<file path="src/pkg/rpt_pkg.sv">
/*
 * constants and types shared by both ends of the rgb panel link:
 * cycle counts for reset filtering and waits, default video timing,
 * bus-width modes and state enumerations.
 * assumes a 25 mhz mclk on both ends.
 */
// Functional notes
// - host keeps 54-66 fps, 16.6-41.7 mhz clock; defaults give 3.125 mhz, about 7 fps
// - line: sync>=1, porch 2-126, 480 active, fp>=2
// - frame: sync 1-126, bp 1-126, <=864, fp 1-255
// - pixel bus carries 24, 18 or 16 bits
// - reject <5us reset, accept >9us; host holds 10us
// - glitches inside valid reset are filtered too
// - reload settings after release: 5ms/120ms
// - blank during reset, then default state
// - host waits 5ms before any command
// - no sleep exit before 120ms after release
// - host drives line and frame sync
package rpt_pkg;

   ////////////////////////////////////////////////////////////////////
   // clock
   localparam int unsigned MCLK_NS = 40;

   ////////////////////////////////////////////////////////////////////
   // reset timing, in ns as specified, then in mclk cycles
   localparam int unsigned RST_REJECT_NS = 5000;
   localparam int unsigned RST_ACCEPT_NS = 9000;
   localparam int unsigned RST_HOLD_NS = 10000;
   localparam int unsigned CMD_WAIT_NS = 5000000;
   localparam int unsigned SLEEP_WAIT_NS = 120000000;
   localparam int unsigned LOAD_IN_NS = 5000000;
   localparam int unsigned LOAD_OUT_NS = 120000000;

   // least times round up, longest times round down
   localparam int unsigned RST_FILT_CYC =
      (RST_REJECT_NS + MCLK_NS - 1) / MCLK_NS;
   localparam int unsigned RST_ACCEPT_CYC = RST_ACCEPT_NS / MCLK_NS;
   localparam int unsigned RST_HOLD_CYC =
      (RST_HOLD_NS + MCLK_NS - 1) / MCLK_NS;
   localparam int unsigned CMD_WAIT_CYC =
      (CMD_WAIT_NS + MCLK_NS - 1) / MCLK_NS;
   localparam int unsigned SLEEP_WAIT_CYC =
      (SLEEP_WAIT_NS + MCLK_NS - 1) / MCLK_NS;
   localparam int unsigned LOAD_IN_CYC = LOAD_IN_NS / MCLK_NS;
   localparam int unsigned LOAD_OUT_CYC = LOAD_OUT_NS / MCLK_NS;

   ////////////////////////////////////////////////////////////////////
   // default video timing: pixel clock divider in mclk cycles, then pixel clocks and lines
   localparam int unsigned PCLK_DIV_DEF = 8;
   localparam int unsigned LSYNC_DEF = 4;
   localparam int unsigned LBP_DEF = 8;
   localparam int unsigned LACT_DEF = 480;
   localparam int unsigned LFP_DEF = 8;
   localparam int unsigned FSYNC_DEF = 2;
   localparam int unsigned FBP_DEF = 4;
   localparam int unsigned FACT_DEF = 854;
   localparam int unsigned FFP_DEF = 4;

   ////////////////////////////////////////////////////////////////////
   // types
   typedef enum logic [1:0] {
      RPT_BUS24,
      RPT_BUS18,
      RPT_BUS16
   } rpt_bus_mode_t;

   typedef enum logic [1:0] {
      HST_DRIVE,
      HST_SETTLE,
      HST_READY
   } rpt_host_st_t;

   typedef enum logic [1:0] {
      PNL_RESET,
      PNL_LOAD,
      PNL_RUN
   } rpt_panel_st_t;

endpackage : rpt_pkg

</file>
<file path="src/pkg/rpt_if.sv">
/*
 * pixel port and hardware reset line between host and panel.
 * assumes the bench connects one host and one panel instance.
 */
`timescale 1ns/100ps
interface rpt_if;
   logic pixel_clock;
   logic line_sync_n;
   logic frame_sync_n;
   logic pixel_valid;
   logic [23:0] pixel_bus;
   logic hw_reset_n;

   modport host (
      output pixel_clock,
      output line_sync_n,
      output frame_sync_n,
      output pixel_valid,
      output pixel_bus,
      output hw_reset_n
   );

   modport panel (
      input pixel_clock,
      input line_sync_n,
      input frame_sync_n,
      input pixel_valid,
      input pixel_bus,
      input hw_reset_n
   );
endinterface : rpt_if

</file>
<file path="src/logic/rpt_host.sv">
/*
 * host end: makes the pixel clock by dividing mclk, runs the line
 * and frame counters, packs pixels by bus mode, and sequences the
 * panel hardware reset with the waits that follow it.
 * assumes the pixel source can answer pix_take_o in the same cycle.
 */
`timescale 1ns/100ps
module rpt_host
   import rpt_pkg::*;
#(
   parameter int unsigned PCLK_DIV = PCLK_DIV_DEF,
   parameter int unsigned LSYNC = LSYNC_DEF,
   parameter int unsigned LBP = LBP_DEF,
   parameter int unsigned LACT = LACT_DEF,
   parameter int unsigned LFP = LFP_DEF,
   parameter int unsigned FSYNC = FSYNC_DEF,
   parameter int unsigned FBP = FBP_DEF,
   parameter int unsigned FACT = FACT_DEF,
   parameter int unsigned FFP = FFP_DEF,
   parameter int unsigned CMD_WAIT = CMD_WAIT_CYC,
   parameter int unsigned SLEEP_WAIT = SLEEP_WAIT_CYC
) (
   // link
   rpt_if.host lnk,

   // clock and reset
   input wire logic mclk_i,
   input wire logic arst_n_i,

   // pixel source
   input wire logic [23:0] pix_i,
   input wire rpt_bus_mode_t mode_i,
   output logic pix_take_o,
   output logic frame_start_o,

   // panel reset control
   input wire logic reset_req_i,
   output logic cmd_ok_o,
   output logic sleep_exit_ok_o
);

   ////////////////////////////////////////////////////////////////////
   // derived timing

   localparam int unsigned HALF = PCLK_DIV / 2;
   localparam int unsigned H_TOT = LSYNC + LBP + LACT + LFP;
   localparam int unsigned V_TOT = FSYNC + FBP + FACT + FFP;
   localparam int unsigned H_A0 = LSYNC + LBP;
   localparam int unsigned H_A1 = LSYNC + LBP + LACT;
   localparam int unsigned V_A0 = FSYNC + FBP;
   localparam int unsigned V_A1 = FSYNC + FBP + FACT;

   ////////////////////////////////////////////////////////////////////
   // declarations

   logic [15:0] div_q;
   logic pclk_q;
   logic fall_tick;

   logic [11:0] h_q;
   logic [11:0] v_q;
   logic [11:0] h_d;
   logic [11:0] v_d;
   logic act_d;

   logic lsync_n_q;
   logic fsync_n_q;
   logic valid_q;
   logic [23:0] bus_q;
   logic frm_q;

   rpt_host_st_t st_q;
   logic [31:0] cnt_q;
   logic rst_n_q;
   logic cmd_ok_q;
   logic slp_ok_q;

   ////////////////////////////////////////////////////////////////////
   // pixel clock divider; outputs change on the falling edge so that
   // they are steady when the panel samples on the rising edge

   assign fall_tick = (div_q == 16'(PCLK_DIV - 1));

   always_ff @(posedge mclk_i or negedge arst_n_i) begin
      if (!arst_n_i) begin
         div_q <= '0;
      end else if (fall_tick) begin
         div_q <= '0;
      end else begin
         div_q <= div_q + 16'd1;
      end
   end

   always_ff @(posedge mclk_i or negedge arst_n_i) begin
      if (!arst_n_i) begin
         pclk_q <= 1'b0;
      end else if (div_q == 16'(HALF - 1)) begin
         pclk_q <= 1'b1;
      end else if (fall_tick) begin
         pclk_q <= 1'b0;
      end
   end

   ////////////////////////////////////////////////////////////////////
   // line and frame counters; counts are fixed parameters, so every
   // frame has the same length

   always_comb begin
      if (h_q == 12'(H_TOT - 1)) begin
         h_d = '0;
         if (v_q == 12'(V_TOT - 1)) begin
            v_d = '0;
         end else begin
            v_d = v_q + 12'd1;
         end
      end else begin
         h_d = h_q + 12'd1;
         v_d = v_q;
      end
   end

   assign act_d = (h_d >= 12'(H_A0)) && (h_d < 12'(H_A1)) &&
                  (v_d >= 12'(V_A0)) && (v_d < 12'(V_A1));

   always_ff @(posedge mclk_i or negedge arst_n_i) begin
      if (!arst_n_i) begin
         h_q <= 12'(H_TOT - 1);
         v_q <= 12'(V_TOT - 1);
      end else if (fall_tick) begin
         h_q <= h_d;
         v_q <= v_d;
      end
   end

   ////////////////////////////////////////////////////////////////////
   // sync pulses and data enable

   always_ff @(posedge mclk_i or negedge arst_n_i) begin
      if (!arst_n_i) begin
         lsync_n_q <= 1'b1;
         fsync_n_q <= 1'b1;
         valid_q <= 1'b0;
      end else if (fall_tick) begin
         lsync_n_q <= !(h_d < 12'(LSYNC));
         fsync_n_q <= !(v_d < 12'(FSYNC));
         valid_q <= act_d;
      end
   end

   always_ff @(posedge mclk_i or negedge arst_n_i) begin
      if (!arst_n_i) begin
         frm_q <= 1'b0;
      end else begin
         frm_q <= fall_tick && (h_d == '0) && (v_d == '0);
      end
   end

   ////////////////////////////////////////////////////////////////////
   // pixel packing; narrow modes keep the top bits of each colour
   // and leave the unused high lines of the bus at zero

   always_ff @(posedge mclk_i or negedge arst_n_i) begin
      if (!arst_n_i) begin
         bus_q <= '0;
      end else if (fall_tick) begin
         if (!act_d) begin
            bus_q <= '0;
         end else begin
            unique case (mode_i)
               RPT_BUS24: bus_q <= pix_i;
               RPT_BUS18: bus_q <= {6'h00, pix_i[23:18],
                                    pix_i[15:10], pix_i[7:2]};
               RPT_BUS16: bus_q <= {8'h00, pix_i[23:19],
                                    pix_i[15:10], pix_i[7:3]};
               default: bus_q <= pix_i;
            endcase
         end
      end
   end

   // one pixel consumed per pixel clock in the active area
   assign pix_take_o = fall_tick && act_d;

   ////////////////////////////////////////////////////////////////////
   // panel reset sequence: hold low, then time the command waits

   always_ff @(posedge mclk_i or negedge arst_n_i) begin
      if (!arst_n_i) begin
         st_q <= HST_DRIVE;
         cnt_q <= '0;
      end else if (reset_req_i) begin
         st_q <= HST_DRIVE;
         cnt_q <= '0;
      end else begin
         unique case (st_q)
            HST_DRIVE: begin
               if (cnt_q == 32'(RST_HOLD_CYC - 1)) begin
                  st_q <= HST_SETTLE;
                  cnt_q <= '0;
               end else begin
                  cnt_q <= cnt_q + 32'd1;
               end
            end
            HST_SETTLE: begin
               if (cnt_q == SLEEP_WAIT - 1) begin
                  st_q <= HST_READY;
               end else begin
                  cnt_q <= cnt_q + 32'd1;
               end
            end
            HST_READY: begin
               cnt_q <= cnt_q;
            end
         endcase
      end
   end

   // the line is low from power-up, so the panel always sees a reset
   always_ff @(posedge mclk_i or negedge arst_n_i) begin
      if (!arst_n_i) begin
         rst_n_q <= 1'b0;
      end else begin
         rst_n_q <= !reset_req_i && (st_q != HST_DRIVE);
      end
   end

   always_ff @(posedge mclk_i or negedge arst_n_i) begin
      if (!arst_n_i) begin
         cmd_ok_q <= 1'b0;
         slp_ok_q <= 1'b0;
      end else if (reset_req_i || st_q == HST_DRIVE) begin
         cmd_ok_q <= 1'b0;
         slp_ok_q <= 1'b0;
      end else begin
         // cnt_q leads the rise of the line by one edge
         cmd_ok_q <= (st_q == HST_READY) ||
                     (cnt_q >= CMD_WAIT);
         slp_ok_q <= (st_q == HST_READY);
      end
   end

   ////////////////////////////////////////////////////////////////////
   // outputs

   assign lnk.pixel_clock = pclk_q;
   assign lnk.line_sync_n = lsync_n_q;
   assign lnk.frame_sync_n = fsync_n_q;
   assign lnk.pixel_valid = valid_q;
   assign lnk.pixel_bus = bus_q;
   assign lnk.hw_reset_n = rst_n_q;

   assign frame_start_o = frm_q;
   assign cmd_ok_o = cmd_ok_q;
   assign sleep_exit_ok_o = slp_ok_q;

endmodule : rpt_host

</file>
<file path="src/flat_wrapper.sv">
// flat-port wrapper written by rule: the top's interface ports become plain ports
module rpt_host_flat import rpt_pkg::*;
#(
   parameter int unsigned PCLK_DIV = PCLK_DIV_DEF,
   parameter int unsigned LSYNC = LSYNC_DEF,
   parameter int unsigned LBP = LBP_DEF,
   parameter int unsigned LACT = LACT_DEF,
   parameter int unsigned LFP = LFP_DEF,
   parameter int unsigned FSYNC = FSYNC_DEF,
   parameter int unsigned FBP = FBP_DEF,
   parameter int unsigned FACT = FACT_DEF,
   parameter int unsigned FFP = FFP_DEF,
   parameter int unsigned CMD_WAIT = CMD_WAIT_CYC,
   parameter int unsigned SLEEP_WAIT = SLEEP_WAIT_CYC
)
  (mclk_i, arst_n_i, pix_i, mode_i, pix_take_o, frame_start_o, reset_req_i, cmd_ok_o, sleep_exit_ok_o, lnk_pixel_clock, lnk_line_sync_n, lnk_frame_sync_n, lnk_pixel_valid, lnk_pixel_bus, lnk_hw_reset_n);
  rpt_if lnk_i ();
  input wire logic mclk_i;
  input wire logic arst_n_i;
  input wire logic [23:0] pix_i;
  input wire rpt_bus_mode_t mode_i;
  output logic pix_take_o;
  output logic frame_start_o;
  input wire logic reset_req_i;
  output logic cmd_ok_o;
  output logic sleep_exit_ok_o;
  output wire logic [$bits(lnk_i.pixel_clock)-1:0] lnk_pixel_clock;
  output wire logic [$bits(lnk_i.line_sync_n)-1:0] lnk_line_sync_n;
  output wire logic [$bits(lnk_i.frame_sync_n)-1:0] lnk_frame_sync_n;
  output wire logic [$bits(lnk_i.pixel_valid)-1:0] lnk_pixel_valid;
  output wire logic [$bits(lnk_i.pixel_bus)-1:0] lnk_pixel_bus;
  output wire logic [$bits(lnk_i.hw_reset_n)-1:0] lnk_hw_reset_n;
  assign lnk_pixel_clock = lnk_i.pixel_clock;
  assign lnk_line_sync_n = lnk_i.line_sync_n;
  assign lnk_frame_sync_n = lnk_i.frame_sync_n;
  assign lnk_pixel_valid = lnk_i.pixel_valid;
  assign lnk_pixel_bus = lnk_i.pixel_bus;
  assign lnk_hw_reset_n = lnk_i.hw_reset_n;
  rpt_host #(.PCLK_DIV(PCLK_DIV), .LSYNC(LSYNC), .LBP(LBP), .LACT(LACT), .LFP(LFP), .FSYNC(FSYNC), .FBP(FBP), .FACT(FACT), .FFP(FFP), .CMD_WAIT(CMD_WAIT), .SLEEP_WAIT(SLEEP_WAIT)) u_core (.lnk(lnk_i), .mclk_i(mclk_i), .arst_n_i(arst_n_i), .pix_i(pix_i), .mode_i(mode_i), .pix_take_o(pix_take_o), .frame_start_o(frame_start_o), .reset_req_i(reset_req_i), .cmd_ok_o(cmd_ok_o), .sleep_exit_ok_o(sleep_exit_ok_o));
endmodule
</file>
<file path="config.mk">
export PLATFORM = sky130hd
export DESIGN_NAME = rpt_host_flat
export DESIGN_NICKNAME = d
export VERILOG_FILES = /design/src/pkg/rpt_pkg.sv /design/src/pkg/rpt_if.sv /design/src/logic/rpt_host.sv /design/src/flat_wrapper.sv
export SDC_FILE = /design/constraint.sdc
export NUM_CORES = 1
export LEC_CHECK = 0
export BUFFER_PORTS_ARGS = -buffer_cell sky130_fd_sc_hd__buf_2
export CAP_MARGIN = 20
export CORE_ASPECT_RATIO = 0.7
export CORE_UTILIZATION = 54
export DETAILED_ROUTE_END_ITERATION = 10
export PLACE_DENSITY_LB_ADDON = 0.3
export SLEW_MARGIN = 20
export SYNTH_ARGS = -nofsm -noshare
export SYNTH_HDL_FRONTEND = slang
export SYNTH_SLANG_ARGS = --single-unit
</file>
<file path="constraint.sdc">
create_clock -name mclk_i -period 3.4 [get_ports mclk_i]
set_input_delay 0.34 -clock mclk_i [delete_from_list [all_inputs] [get_ports mclk_i]]
set_output_delay 0.34 -clock mclk_i [all_outputs]
set_load 0.01 [all_outputs]
</file>
Yosys cells after proc, flatten, opt, wreduce, memory -nomap -nowiden

Cells that the tools add are included.

Output and inout bits: 33
Register bits after elaboration: 106
Logic and storage cells: 77
Input port bits: 29

Reductions and logical operators: 20
$lt $le $gt $ge: 7
Multiplexer cells: 18
Eq/ne operators: 14
Add/sub/neg operators: 4

Operator list:

| kind                                                                            | count |
|---|---|
| 32-bit 2-to-1 mux                                                               | 3 |
| 32-bit one-hot mux with 2 select lines                                          | 1 |
| 24-bit one-hot mux with 2 select lines                                          | 1 |
| 12-bit 2-to-1 mux                                                               | 3 |
| 32-bit by 1-bit adder with 32-bit output (second input constant)                | 1 |
| 32-bit by 22-bit equality test with 1-bit output (second input constant)        | 1 |
| 32-bit by 8-bit equality test with 1-bit output (second input constant)         | 1 |
| 32-bit by 17-bit >= comparator with 1-bit output (second input constant)        | 1 |
| 12-bit by 1-bit adder with 12-bit output (second input constant)                | 2 |
| 12-bit zero test                                                                | 2 |
| 24-bit 2-to-1 mux                                                               | 1 |
| 16-bit by 1-bit adder with 16-bit output (second input constant)                | 1 |
| 16-bit by 2-bit equality test with 1-bit output (second input constant)         | 1 |
| 16-bit by 3-bit equality test with 1-bit output (second input constant)         | 1 |
| 16-bit 2-to-1 mux                                                               | 1 |
| 12-bit by 10-bit equality test with 1-bit output (second input constant)        | 1 |
| 12-bit by 9-bit equality test with 1-bit output (second input constant)         | 1 |
| 12-bit by 3-bit >= comparator with 1-bit output (second input constant)         | 1 |
| 12-bit by 4-bit >= comparator with 1-bit output (second input constant)         | 1 |
| 12-bit by 10-bit less-than comparator with 1-bit output (second input constant) | 1 |
| 12-bit by 2-bit less-than comparator with 1-bit output (second input constant)  | 1 |
| 12-bit by 3-bit less-than comparator with 1-bit output (second input constant)  | 1 |
| 12-bit by 9-bit less-than comparator with 1-bit output (second input constant)  | 1 |
| 1-bit logical AND                                                               | 7 |
| other kinds (15)                                                                | 27 |

Longest topological paths before layout

Gate-level depths: netlist (run 1).

Word-level depth: 7
Gate-level depth with buffers: 11

Worst setup path before layout (run 1)

No wires, ideal clock.

Path kind: reg2out
From: register u_core.h_q[0]
To: output pix_take_o
Buffers on the path: 1
Setup slack: 38 ps
Arrival: 3022 ps
Stages on the path, launching flop included: 10
Path through: dfstp_2 ha_1 or3b_2 nor4_1 mux2i_1 a221oi_1 or4b_4 o2111ai_4 buf_8 inv_2

Longest elaborated chain between the ends: 7
Elaborated cells on any way between the ends: 12
Those cells by class: add/sub (1); order compare (4); eq/ne (1); mux (2); reduce/logical (4)

Ends and longest elaborated chain:

| item                                                                                                                      | RTL line                         | source |
|---|---|---|
| from (decl)                                                                                                               | rpt_host.sv:60                   | `logic [11:0] h_q;` |
| from (signal assigned)                                                                                                    | rpt_host.sv:127                  | `h_q <= 12'(H_TOT - 1);` |
| 12-bit by 1-bit adder with 12-bit output or 12-bit by 9-bit equality test with 1-bit output (tied branches)               | rpt_host.sv:117, rpt_host.sv:109 |  |
| 12-bit 2-to-1 mux                                                                                                         | rpt_host.sv:109                  | `if (h_q == 12'(H_TOT - 1)) begin` |
| 12-bit by 4-bit >= comparator with 1-bit output or 12-bit by 9-bit less-than comparator with 1-bit output (tied branches) | rpt_host.sv:122                  | `assign act_d = (h_d >= 12'(H_A0)) && (h_d < 12'(H_A1)) &&` |
| 1-bit logical AND (2 in a row)                                                                                            | rpt_host.sv:122                  |  |
| 1-bit logical AND (*)                                                                                                     | rpt_host.sv:123                  | `(v_d >= 12'(V_A0)) && (v_d < 12'(V_A1));` |
| 1-bit logical AND (*)                                                                                                     | rpt_host.sv:182                  | `assign pix_take_o = fall_tick && act_d;` |
| to (decl)                                                                                                                 | flat_wrapper.sv:22               | `output logic pix_take_o;` |

Every way passes the cells marked *; elsewhere a longest branch is shown, timed or not.

Final worst setup path (run 1)

Same ends and word-level chain as after synthesis.

==> results of run 1 <==
-- how the worst max path moves through the flow --
| stage | start | end | slack, ns | cells after the start |
|---|---|---|---|---|
| 3_5_place_dp | u_core.h_q[1]$_DFFE_PN1N_ | u_core.lnk.pixel_bus[2]$_DFFE_PN0N_ | 0.01 | 9 |
| 2_1_floorplan | u_core.h_q[0]$_DFFE_PN1N_ | pix_take_o | 0.04 | 9 |
| 4_1_cts | u_core.h_q[0]$_DFFE_PN1N_ | pix_take_o | 0.03 | 9 |
| 5_1_grt | u_core.h_q[0]$_DFFE_PN1N_ | pix_take_o | -0.10 | 9 |
| 3_3_place_gp | u_core.h_q[0]$_DFFE_PN1N_ | u_core.lnk.pixel_bus[2]$_DFFE_PN0N_ | 0.11 | 9 |
| 6_report | u_core.h_q[0]$_DFFE_PN1N_ | pix_take_o | 0.0003 | 9 |
-- per-stage QoR --
stage	setup TNS (ns)	instances	worst slack (ns)	cell area, um2	hold slack (ns)
floorplan	0	718	0.0377	6360	0.0444
global placement	0	912	0.110	6830	0.445
detailed placement	0	912	0.0137	6830	0.454
CTS	0	933	0.0262	7230	0.0826
global route	-0.102	936	-0.102	7290	0.108
finish	0	936	0.000303	7290	0.0576
-- state kept, by name (all words and copies together), names as in the netlist --
| register | cells |
|---|---|
| u_core.cmd_ok_o | 1 |
| u_core.cnt_q | 32 |
| u_core.div_q | 16 |
| u_core.frame_start_o | 1 |
| u_core.h_q | 12 |
| u_core.lnk.frame_sync_n | 1 |
| u_core.lnk.hw_reset_n | 1 |
| u_core.lnk.line_sync_n | 1 |
| u_core.lnk.pixel_bus | 24 |
| u_core.lnk.pixel_clock | 1 |
| u_core.lnk.pixel_valid | 1 |
| u_core.sleep_exit_ok_o | 1 |
| u_core.st_q | 2 |
| u_core.v_q | 12 |
-- repair_timing --
action	4_1_cts	5_1_grt
gates cloned	0	0
resized for setup	4	6
endpoints found under the hold margin	0	0
pin swaps	2	5
setup buffers	5	3
setup endpoints to repair	1	5
-- per-layer routing --
metal | vias up | GRT usage | share of wire
li1 | 2761 | - | -
met1 | 2763 | 0.411 | 0.48
met3 | 15 | 0.0613 | 0.081
met2 | 256 | 0.399 | 0.43
met4 | 0 | 0.0523 | 0.0085
met5 | - | 0 | 0
-- cells in the final DEF (no fill, tap or decap), types with 7 or more instances in the layout --
cell type	instances
a21oi_1	35
a22oi_1	18
a31oi_1	16
and2_1	8
and3_1	16
and4_1	11
buf_2	59
buf_4	35
clkbuf_16	9
dfrtp_1	89
dfstp_2	17
ha_1	8
inv_1	12
nand2_1	90
nand3_1	34
nand4_1	15
nor2_1	57
nor2b_1	16
nor3_1	7
nor4_1	14
o21ai_0	52
o21ai_2	18
o31ai_1	27
xnor2_1	20
xor2_1	12
-- critical path: cells and delay by family, from the launching register on --
kind | cells | cell delay (ns)
AO/OA/AOI/OAI | 2 | 0.39
adder cells (fa/ha/maj) | 1 | 0.13
buffers and inverters | 3 | 0.33
flip-flops | 1 | 0.56
AND/OR/NAND/NOR | 3 | 1.31
-- cell type report --
type                    instances  area share
well taps                     153      0.0263
repair buffers                 96      0.0796
clock inverters                 6      0.0134
inverters                      13     0.00669
flip-flops and latches        106       0.367
multi-input cells             552       0.475
clock buffers                  10      0.0328
-- power by group through the flow --
stage	Clock (uW)	Sequential [uW]	Combinational, uW
after global placement	0	1290	136
final	1150	1270	141
after floorplan	0	1290	75.4
after global routing	1230	1270	159
after CTS	1180	1270	141
after detailed placement	0	1290	141
-- cells by family (layout without fill, tap and decap cells) --
group	after synthesis	in the layout	share of synthesized area
adder cells (fa/ha/maj)	9	9	0.0177
multiplexers	4	4	0.00689
AND/OR/NAND/NOR	306	306	0.254
flip-flops	106	106	0.420
XOR/XNOR	32	32	0.0441
buffers and inverters	60	125	0.0437
AO/OA/AOI/OAI	201	201	0.214
==> run metrics, run 1 <==
Reg2Reg Launch Point=u_core.h_q[0]$_DFFE_PN1N_; Lkg Pwr=0.00315 uW; Cell variety after synth=68; Mapped Cells=718; Die Width=132 um; clk slew on worst S/H paths=0.07 ns; status=finished, final reports clean; Sw Ratio=0.225; DR iter-0 viols=602; initial antenna violation count=0; Mean Syn Cell Area=8.86 um2; post-layout util=0.648; Multi-input gate area=3460 um2; measured slew at the worst slew-check pin=0.851 ns; Layout area overhead=14.6%; DRT Wirelength=16,100 um; vias in the first global route=5,420; most frequent CP cell=buf_6; DRT antenna net count=0; critical-path cell list=ha_4, buf_6, or4bb_1, nor4_4, a311oi_1, or4b_4, o2111ai_4, inv_2, buf_6; number of enable flip-flop cells after synthesis=0; share of layout cells above drive strength 1=0.221; Worst Hold Class=in -> async; sequential power share=0.495; Pre-Repair DR Iteration Count=6; RSZ-0062 raised after global routing=true; WL per Instance=17.2 um; Vias=5,795; final global-route overflow total=0; # setup viols final=0; Vias/cell=6.19; H-tree levels=3; synthesized flop and latch total=106; Comb power frac=0.055; Clock Tree Root=clkbuf_16; minimum clock period=3.40 ns; Clock power frac=0.450; I/O Pins=62; diode count=0; max cap viols=0; peak supply drop=0.293 mV; most frequent cells after synthesis=nand2_1, dfrtp_1, nor2_1; largest cells by area after synthesis=dfrtp_1, dfstp_2, nand2_1, o21ai_0, nor2_1; PD cells=351 nW/um2; RR Endpoint=u_core.lnk.pixel_bus[2]$_DFFE_PN0N_; Tot Pwr=2560 uW; Slew Viols, Final=0; Die H=92.8 um; clk sinks=106; FF-to-FF setup slack=0.15 ns; asr flop ratio synth=1.00; Ys Warns=0; Placer Congestion=0.924; CTS tree=built; clk_skew=0.00905 ns; row count=32; core area=11,300 um2; Initial Util=0.565; DIE AREA=12,200 um2; Crit. End Element=output port; IO buf count=61; startpoint types=register; slowest cell on the critical path=or4b_4; Seq. cell area=2670 um2; final worst path period share=1.00; max frequency=294 MHz; FF-to-FF path depth=10; WS Path Type=reg -> out; fin nets=816; Layout fillers=926; CP Max Fanout=15; data arrival time of the worst path=3.06 ns; GRT Overall Usage=0.273; sequential-to-total area share from yosys stat=0.420; first-pass GRT wire length=26,800 um; cell with the most instances after synthesis=nand2_1; internal power=1990 uW; worst-skew pair later-pin latency=0.35 ns; post-synth net total=756; Required @ worst endpoint=3.06 ns; P_sw=577 uW; Mapped Area=6360 um2; hold-fix buffers at CTS=0; Final Hold Viols=0; Relative slew margins=0.433; top-area cell type share of the netlist area=0.350; largest net degree at the start of global routing=59; CTS Buffer Depth=2; CTS Buf Count=9; drt drc=0; DP HPWL=11,300 um; top_reg_cell synth=dfrtp_1; leading area contributor after synthesis=dfrtp_1; Critical Path Max Stage Delay=0.57 ns
Note: power is estimated with default switching activity, not from simulation.
==> run 2: changes to the inputs <==
BUFFER_PORTS_ARGS = default   (was -buffer_cell sky130_fd_sc_hd__buf_2)
CORE_UTILIZATION = 55   (was 54)
DONT_BUFFER_PORTS = 1   (was default)
==> run 2 against run 1 <==
Net effect:
- sequential share of layout area is 1.6 points higher
- total power is 6.3% lower
- wire length hardly changed
- setup slack better by 0.098 ns
- maximum frequency is 3.0% higher
- worst hold slack worse by 0.0093 ns
- die area is 1.8% lower
- cell count is 6.5% lower
- clock-buffer cell count stayed put
- register-to-register slack better by 0.15 ns
- first-iteration DRC count is 9.0% lower
- via count is 2.0% lower
- largest cell class unchanged
==> run metrics, run 2 (synthesis gave the netlist of run 1 again) <==
Die Width=131 um (-0.90%); Layout area overhead=9.82%; Critical Path Max Stage Delay=0.61 ns (+0.04 ns); peak supply drop=0.244 mV (-17%); minimum clock period=3.30 ns (-0.0981 ns); Die H=92.0 um (-0.89%); Tot Pwr=2400 uW (-6.3%); H-tree levels=3 (unchanged); startpoint types=register; CP startpoint=u_core.v_q[0]$_DFFE_PN1N_; post-layout util=0.627 (-0.0205); Vias=5,678 (-2.0%); share of layout cells above drive strength 1=0.158 (-0.0631); layer with the highest usage=met1; Crit. End Element=output port; Required @ worst endpoint=3.06 ns (about the same); non-filler cells, final=875 (-6.5%); sequential power share=0.528 (+0.033); Pre-Repair DR Iteration Count=8 (+2); diode count=0 (unchanged); DRT Wirelength=16,100 um (about the same); Lkg Pwr=0.00286 uW (-9.2%); RR Endpoint=u_core.lnk.pixel_bus[0]$_DFFE_PN0N_; Comb power frac=0.048 (-0.007); clk_skew=0.00758 ns (-0.00146 ns); crit path to=pix_take_o; internal power=1830 uW (-8.0%); delay-heaviest family, CP=simple AND/OR/NAND/NOR gates; DIE AREA=12,000 um2 (-1.8%); CP Max Fanout=7 (-8); CTS Buffer Depth=2 (unchanged); Post-Place Cells=849 (-6.9%); FF-to-FF path depth=12 (+2); PD cells=344 nW/um2 (-2.2%); commonest cells after routing, fill and taps aside=nand2_1, dfrtp_1, nor2_1, o21ai_0, a21oi_1; core area=11,100 um2 (-1.1%); FF-to-FF setup slack=0.30 ns (+0.15 ns); first-pass GRT wire length=26,800 um (about the same); Relative slew margins=0.584 (+0.151); Reg with most FFs=u_core.cnt_q; max frequency=303 MHz (+3.0%); final worst path period share=0.971 (-0.0289); Final Hold Viols=0 (unchanged); vias in the first global route=5,244 (-3.2%); drt drc=0 (unchanged); met2 usage=0.406 (+0.00617); CTS Buf Count=9 (unchanged); Seq. cell area=2670 um2 (unchanged); Placer Congestion=0.966 (+4.5%); data arrival time of the worst path=2.96 ns (-0.10 ns); DR iter-0 viols=548 (-9.0%); Slew Viols, Final=0 (unchanged); Clock power frac=0.423 (-0.027); Vias/cell=6.49 (+4.8%); GRT Overall Usage=0.284 (+0.0114); initial antenna violation count=0 (unchanged); # setup viols final=0 (unchanged); Place WS=0.151 ns (+0.137 ns); final global-route overflow total=0 (unchanged); Buf/Inv on CP=1 (-2); fin worst setup slack=0.0984 ns (+0.0981 ns); most common cell after layout, fill and taps aside=nand2_1; P_sw=575 uW (-0.39%); worst-skew pair later-pin latency=0.35 ns (about the same); Clock Tree Root=clkbuf_16; row count=32 (unchanged); DRT antenna net count=0 (unchanged); clk slew on worst S/H paths=0.07 ns (about the same); status=finished, final reports clean; critical-path cell list=ha_1, and3_1, nand4_1, o21ai_0, a21oi_1, or4b_4, o2111ai_4, inv_2; Layout fillers=950 (+2.6%); Sw Ratio=0.239 (+0.0142); Largest register FFs=32 (unchanged); met3 Use GR=0.0776 (+0.0163); measured slew at the worst slew-check pin=0.622 ns (-0.229 ns); IO buf count=0 (-100%); I/O Pins=62 (unchanged); slowest cell on the critical path=dfstp_2; WS Path Type=reg -> out; clk sinks=106 (unchanged); Initial Util=0.571 (+0.00610); max cap viols=0 (unchanged); WL per Instance=18.4 um (+7.1%); Worst path depth=8 (-1); Setup TNS Final=0 ns (unchanged); CTS tree=built; fin nets=755 (-7.5%); largest net degree at the start of global routing=107 (+81%); Reg2Reg Launch Point=u_core.h_q[0]$_DFFE_PN1N_; Worst Hold Class=in -> reg; DP HPWL=11,100 um (-2.2%); Multi-input gate area=3480 um2 (+0.61%); GR Util met1=0.421 (+0.00976)
-- run 2: changes by cell type in the layout (fill, tap and decap cells not counted), sizes merged --
cell         delta
clkinv          +1
inv             +1
bufinv          -2
dlygate4sd3     +1
buf            -62
-- run 2: worst reg2reg max path, stage by stage, from the launching register on --
cell and delay [ns]:
dfstp_2 0.56, ha_4 0.14, buf_6 0.15, or4bb_1 0.45, nor4_4 0.25, buf_4 0.19
xnor2_1 0.15, nor4_2 0.08, o211ai_1 0.32, o2111ai_4 0.19, buf_4 0.20, buf_4 0.15
o21ai_0 0.18
-- run 2: worst min path at each step --
stage / to / cells after the start / slack, ns / start
after floorplan: u_core.cmd_ok_o$_DFF_PN0_ / 0 / 0.04 / arst_n_i
after global routing: u_core.st_q[0]$_DFFE_PN0P_ / 1 / 0.04 / reset_req_i
after global placement: u_core.div_q[8]$_DFF_PN0_ / 0 / 0.05 / arst_n_i
after CTS: u_core.st_q[0]$_DFFE_PN0P_ / 1 / 0.03 / reset_req_i
final: u_core.st_q[0]$_DFFE_PN0P_ / 1 / 0.05 / reset_req_i
after detailed placement: u_core.div_q[6]$_DFF_PN0_ / 0 / 0.05 / arst_n_i
-- run 2: timing repair --
action | 4_1_cts | 5_1_grt
resized for setup | 3 | 9
gates cloned | 0 | 0
setup buffers | 1 | 7
endpoints found under the setup margin | 1 | 2
endpoints found under the hold margin | 106 | 0
hold buffers | 2 | 0
pin swaps | 1 | 8
-- run 2: area by class of cell --
cell class | count | share of cell area
tap | 153 | 0.0274
sequential | 106 | 0.383
multi-input combinational | 552 | 0.498
timing repair buffer | 35 | 0.0432
inverter | 13 | 0.00699
clock buffer | 10 | 0.0342
clock inverter | 6 | 0.00699
-- run 2: per-stage QoR --
step / cell area, um2 / hold WS [ns]
3_3_place_gp: 6520 / 0.0468
3_5_place_dp: 6520 / 0.0472
2_1_floorplan: 6360 / 0.0444
6_report: 6980 / 0.0483
5_1_grt: 6980 / 0.0439
4_1_cts: 6870 / 0.0341
-- run 2: metal layers --
metal	routed length [um]	up-vias	share of wire
met3	1570	25	0.098
met1	7310	2737	0.46
met4	249	0	0.015
met5	0	-	0
li1	-	2632	-
met2	6930	284	0.43
-- run 2: power by group through the flow --
stage                     registers, uW  logic (uW)  clock network [uW]
after floorplan                    1290        75.4                   0
after global placement             1290        83.5                   0
after detailed placement           1290        86.3                   0
after CTS                          1270         117                1040
after global routing               1270         132                1090
final                              1270         116                1020
==> run 3: changes to the inputs <==
ABC_AREA = 1   (was default)
CTS_BUF_LIST = sky130_fd_sc_hd__clkbuf_16   (was default)
==> run 3 against run 2 <==
Net effect:
- register-to-register slack improved by 0.34 ns
- highest routed layer unchanged
- sequential power increased by 4%
- clock power increased by 8%
- largest power group unchanged
- critical path type unchanged
- total power increased by 10%
==> run metrics, run 3 <==
Largest register FFs=32 (unchanged); Reg with most FFs=u_core.cnt_q; Crit. End Element=output port; peak supply drop=0.272 mV (+11%); cell with the most instances after synthesis=nand2_1; CTS tree=built; Post-Place Cells=1,072 (+26%); Comb power frac=0.083 (+0.035); final global-route overflow total=0 (unchanged); Layout fillers=1,103 (+16%); Final Hold Slack=0.107 ns (+0.0591 ns); post-synthesis adder-cell area fraction=0.0164 (-0.00130); WS Path Type=reg -> out; largest net degree at the start of global routing=107 (unchanged); CTS Buffer Depth=2 (unchanged); Vias=6,237 (+9.8%); Worst Hold Class=in -> reg; share of layout cells above drive strength 1=0.0738 (-0.0841); Clock Tree Root=clkbuf_16; most common cell after layout, fill and taps aside=nand2_1; Die H=95.5 um (+3.8%); Setup TNS Final=0 ns (unchanged); commonest cells after routing, fill and taps aside=nand2_1, inv_1, nor2_1, dfrtp_1, nand3_1; H-tree levels=3 (unchanged); Die Width=136 um (+3.8%); Mapped Cells=938 (+31%); clk sinks=106 (unchanged); leading area contributor after synthesis=dfrtp_1; post-CTS sizing=0 (-3); Initial Util=0.575 (+0.00385); clk slew on worst S/H paths=0.08 ns (about the same); number of enable flip-flop cells after synthesis=0 (unchanged); CTS Buf Count=9 (unchanged); Post-CTS Repair Setup Buffers=0 (-1); max frequency=314 MHz (+3.5%); Cell variety after synth=44 (-35%); simple-gate share of the synthesized area=0.365 (+0.111); delay-heaviest family, CP=simple AND/OR/NAND/NOR gates; status=finished, final reports clean; non-filler cells, final=1,093 (+25%); Vias/cell=5.71 (-12%); DP HPWL=12,100 um (+9.8%); Compound-Gate Fraction of Synth Area=0.0862 (-0.127); DIE AREA=12,900 um2 (+7.8%); vias in the first global route=5,559 (+6.0%); sequential power share=0.499 (-0.029); Relative slew margins=0.476 (-0.108); Critical Path Max Stage Delay=0.59 ns (-0.02 ns); drt drc=0 (unchanged); asr flop ratio synth=1.00 (unchanged); PD cells=363 nW/um2 (+5.7%); max cap viols=0 (unchanged); Required @ worst endpoint=3.06 ns (about the same); startpoint types=register; worst-skew pair later-pin latency=0.35 ns (about the same); post-synth net total=976 (+29%); Mean Syn Cell Area=7.32 um2 (-17%); Final Hold Viols=0 (unchanged); Ys Warns=0 (unchanged); most frequent CP cell=nand3_1; initial antenna violation count=1 (+1); post-synthesis mux area share=0 (-0.00689); DR iter-0 viols=641 (+17%); I/O Pins=62 (unchanged); DRT Wirelength=16,800 um (+4.5%); Mapped Area=6860 um2 (+7.9%); row count=33 (+3.1%); Post-Synth XOR/XNOR Area=0.0523 (+0.00825); CP Max Fanout=14 (+7); IO buf count=0 (unchanged); Clock power frac=0.418 (-0.005); Layout area overhead=6.07%; Sw Ratio=0.269 (+0.0293); GRT Overall Usage=0.268 (-0.0158); main combinational cell family by area after synthesis=simple AND/OR/NAND/NOR gates; # setup viols final=0 (unchanged); sequential-to-total area share from yosys stat=0.390 (-0.0309); final worst path period share=0.938 (-0.0333); measured slew at the worst slew-check pin=0.785 ns (+0.163 ns); fin nets=968 (+28%); most frequent cells after synthesis=nand2_1, inv_1, nor2_1; Slew Viols, Final=0 (unchanged); P_sw=711 uW (+24%); clk_skew=0.0102 ns (+0.00266 ns); top-area cell type share of the netlist area=0.324 (-0.0257); Lkg Pwr=0.00336 uW (+18%); largest cells by area after synthesis=dfrtp_1, nand2_1, dfstp_2, inv_1, nor2_1; Buf/Inv on CP=2 (+1); first-pass GRT wire length=27,400 um (+2.2%); DRT antenna net count=0 (unchanged); critical-path cell list=ha_1, nand3_1, inv_1, nand3_1, nand3_1, nand3_2, nor2_2, nand4_4, nand3_1, inv_1; RSZ-0062 raised after global routing=false; slowest cell on the critical path=dfstp_2; Placer Congestion=0.993 (+2.8%); minimum clock period=3.19 ns (-0.113 ns); data arrival time of the worst path=2.85 ns (-0.11 ns); synthesized flop and latch total=106 (unchanged); top_reg_cell synth=dfrtp_1; Pre-Repair DR Iteration Count=5 (-3); WL per Instance=15.4 um (-16%); internal power=1930 uW (+5.9%); core area=11,900 um2 (+7.2%)
run 3: cell count changes in the layout (fill, tap and decap cells not counted), moves of 24 or more:
cell,previous run,this run
nand3_1,34,60
nor2_1,57,96
buf_4,31,4
inv_1,12,113
nand2_1,90,253
nand4_1,15,46
xor2_1,12,39
nor3_1,7,31
a21oi_1,35,9
o31ai_1,27,0
run 3: power by group through the flow:
stage / logic, uW / clock network, uW / registers [uW]
after floorplan: 167 / 0 / 1340
after global placement: 184 / 0 / 1340
after detailed placement: 188 / 0 / 1340
after CTS: 219 / 1130 / 1320
after global routing: 251 / 1170 / 1330
final: 221 / 1100 / 1320
run 3: per-stage QoR:
step,util,total power (uW),area [um2],worst slack [ns]
2_1_floorplan,-,1500,6860,1.07
3_3_place_gp,0.579,1530,6910,0.680
3_5_place_dp,0.579,1530,6910,0.583
4_1_cts,0.608,2660,7260,0.188
5_1_grt,0.610,2750,7280,0.0158
6_report,0.610,2640,7280,0.212
run 3: what timing repair did:
action                     in CTS  in global routing
hold buffers                    2                  0
setup endpoints to repair       0                  1
hold endpoints to repair      106                  0
run 3: final timing paths:
path,start,endpoint,slack (ns),depth (start not counted)
min in group asynchronous,arst_n_i,u_core.v_q[10]$_DFFE_PN0N_,0.60,2
setup / recovery,u_core.v_q[0]$_DFFE_PN1N_,pix_take_o,0.21,10
hold / removal,reset_req_i,u_core.sleep_exit_ok_o$_DFF_PN0_,0.11,1
max in group asynchronous,arst_n_i,u_core.h_q[1]$_DFFE_PN1N_,2.42,2
setup reg to reg,u_core.v_q[0]$_DFFE_PN1N_,u_core.lnk.pixel_bus[0]$_DFFE_PN0N_,0.64,11
hold reg to reg,u_core.div_q[0]$_DFF_PN0_,u_core.div_q[0]$_DFF_PN0_,0.47,1
run 3: cell type report:
cell class / instances / area [um2] / area share
multi-input cells: 689 / 3590 / 0.493
flip-flops and latches: 106 / 2670 / 0.367
inverters: 118 / 443 / 0.0608
clock buffers: 9 / 225 / 0.0309
well taps: 157 / 196 / 0.0270
clock inverters: 7 / 85.1 / 0.0117
repair buffers: 6 / 67.6 / 0.00928
diodes: 1 / 2.50 / 0.000344
run 3: cell families after synthesis:
family / Yosys count
and+or+nand+nor: 535
DFF: 106
AOI/OAI and AO/OA: 102
buffers and inverters: 145
xor gates and xnor gates: 41
adders and majority gates: 9
run 3: routing by layer:
| layer | up-vias | track usage | share of wire |
|---|---|---|---|
| met5 | - | 0 | 0 |
| met1 | 2899 | 0.403 | 0.49 |
| met4 | 0 | 0.0552 | 0.0086 |
| li1 | 3064 | - | - |
| met3 | 18 | 0.0627 | 0.093 |
| met2 | 256 | 0.388 | 0.41 |
run 3: worst reg2reg max path: stages (launching register included):
cell     delay (ns)
dfstp_2        0.59
ha_1           0.27
nand3_1        0.20
inv_1          0.18
nand3_1        0.23
nand3_1        0.20
nand3_2        0.10
nor2_2         0.18
nand4_4        0.25
buf_4          0.28
nand4_1        0.10
nand2_1        0.06
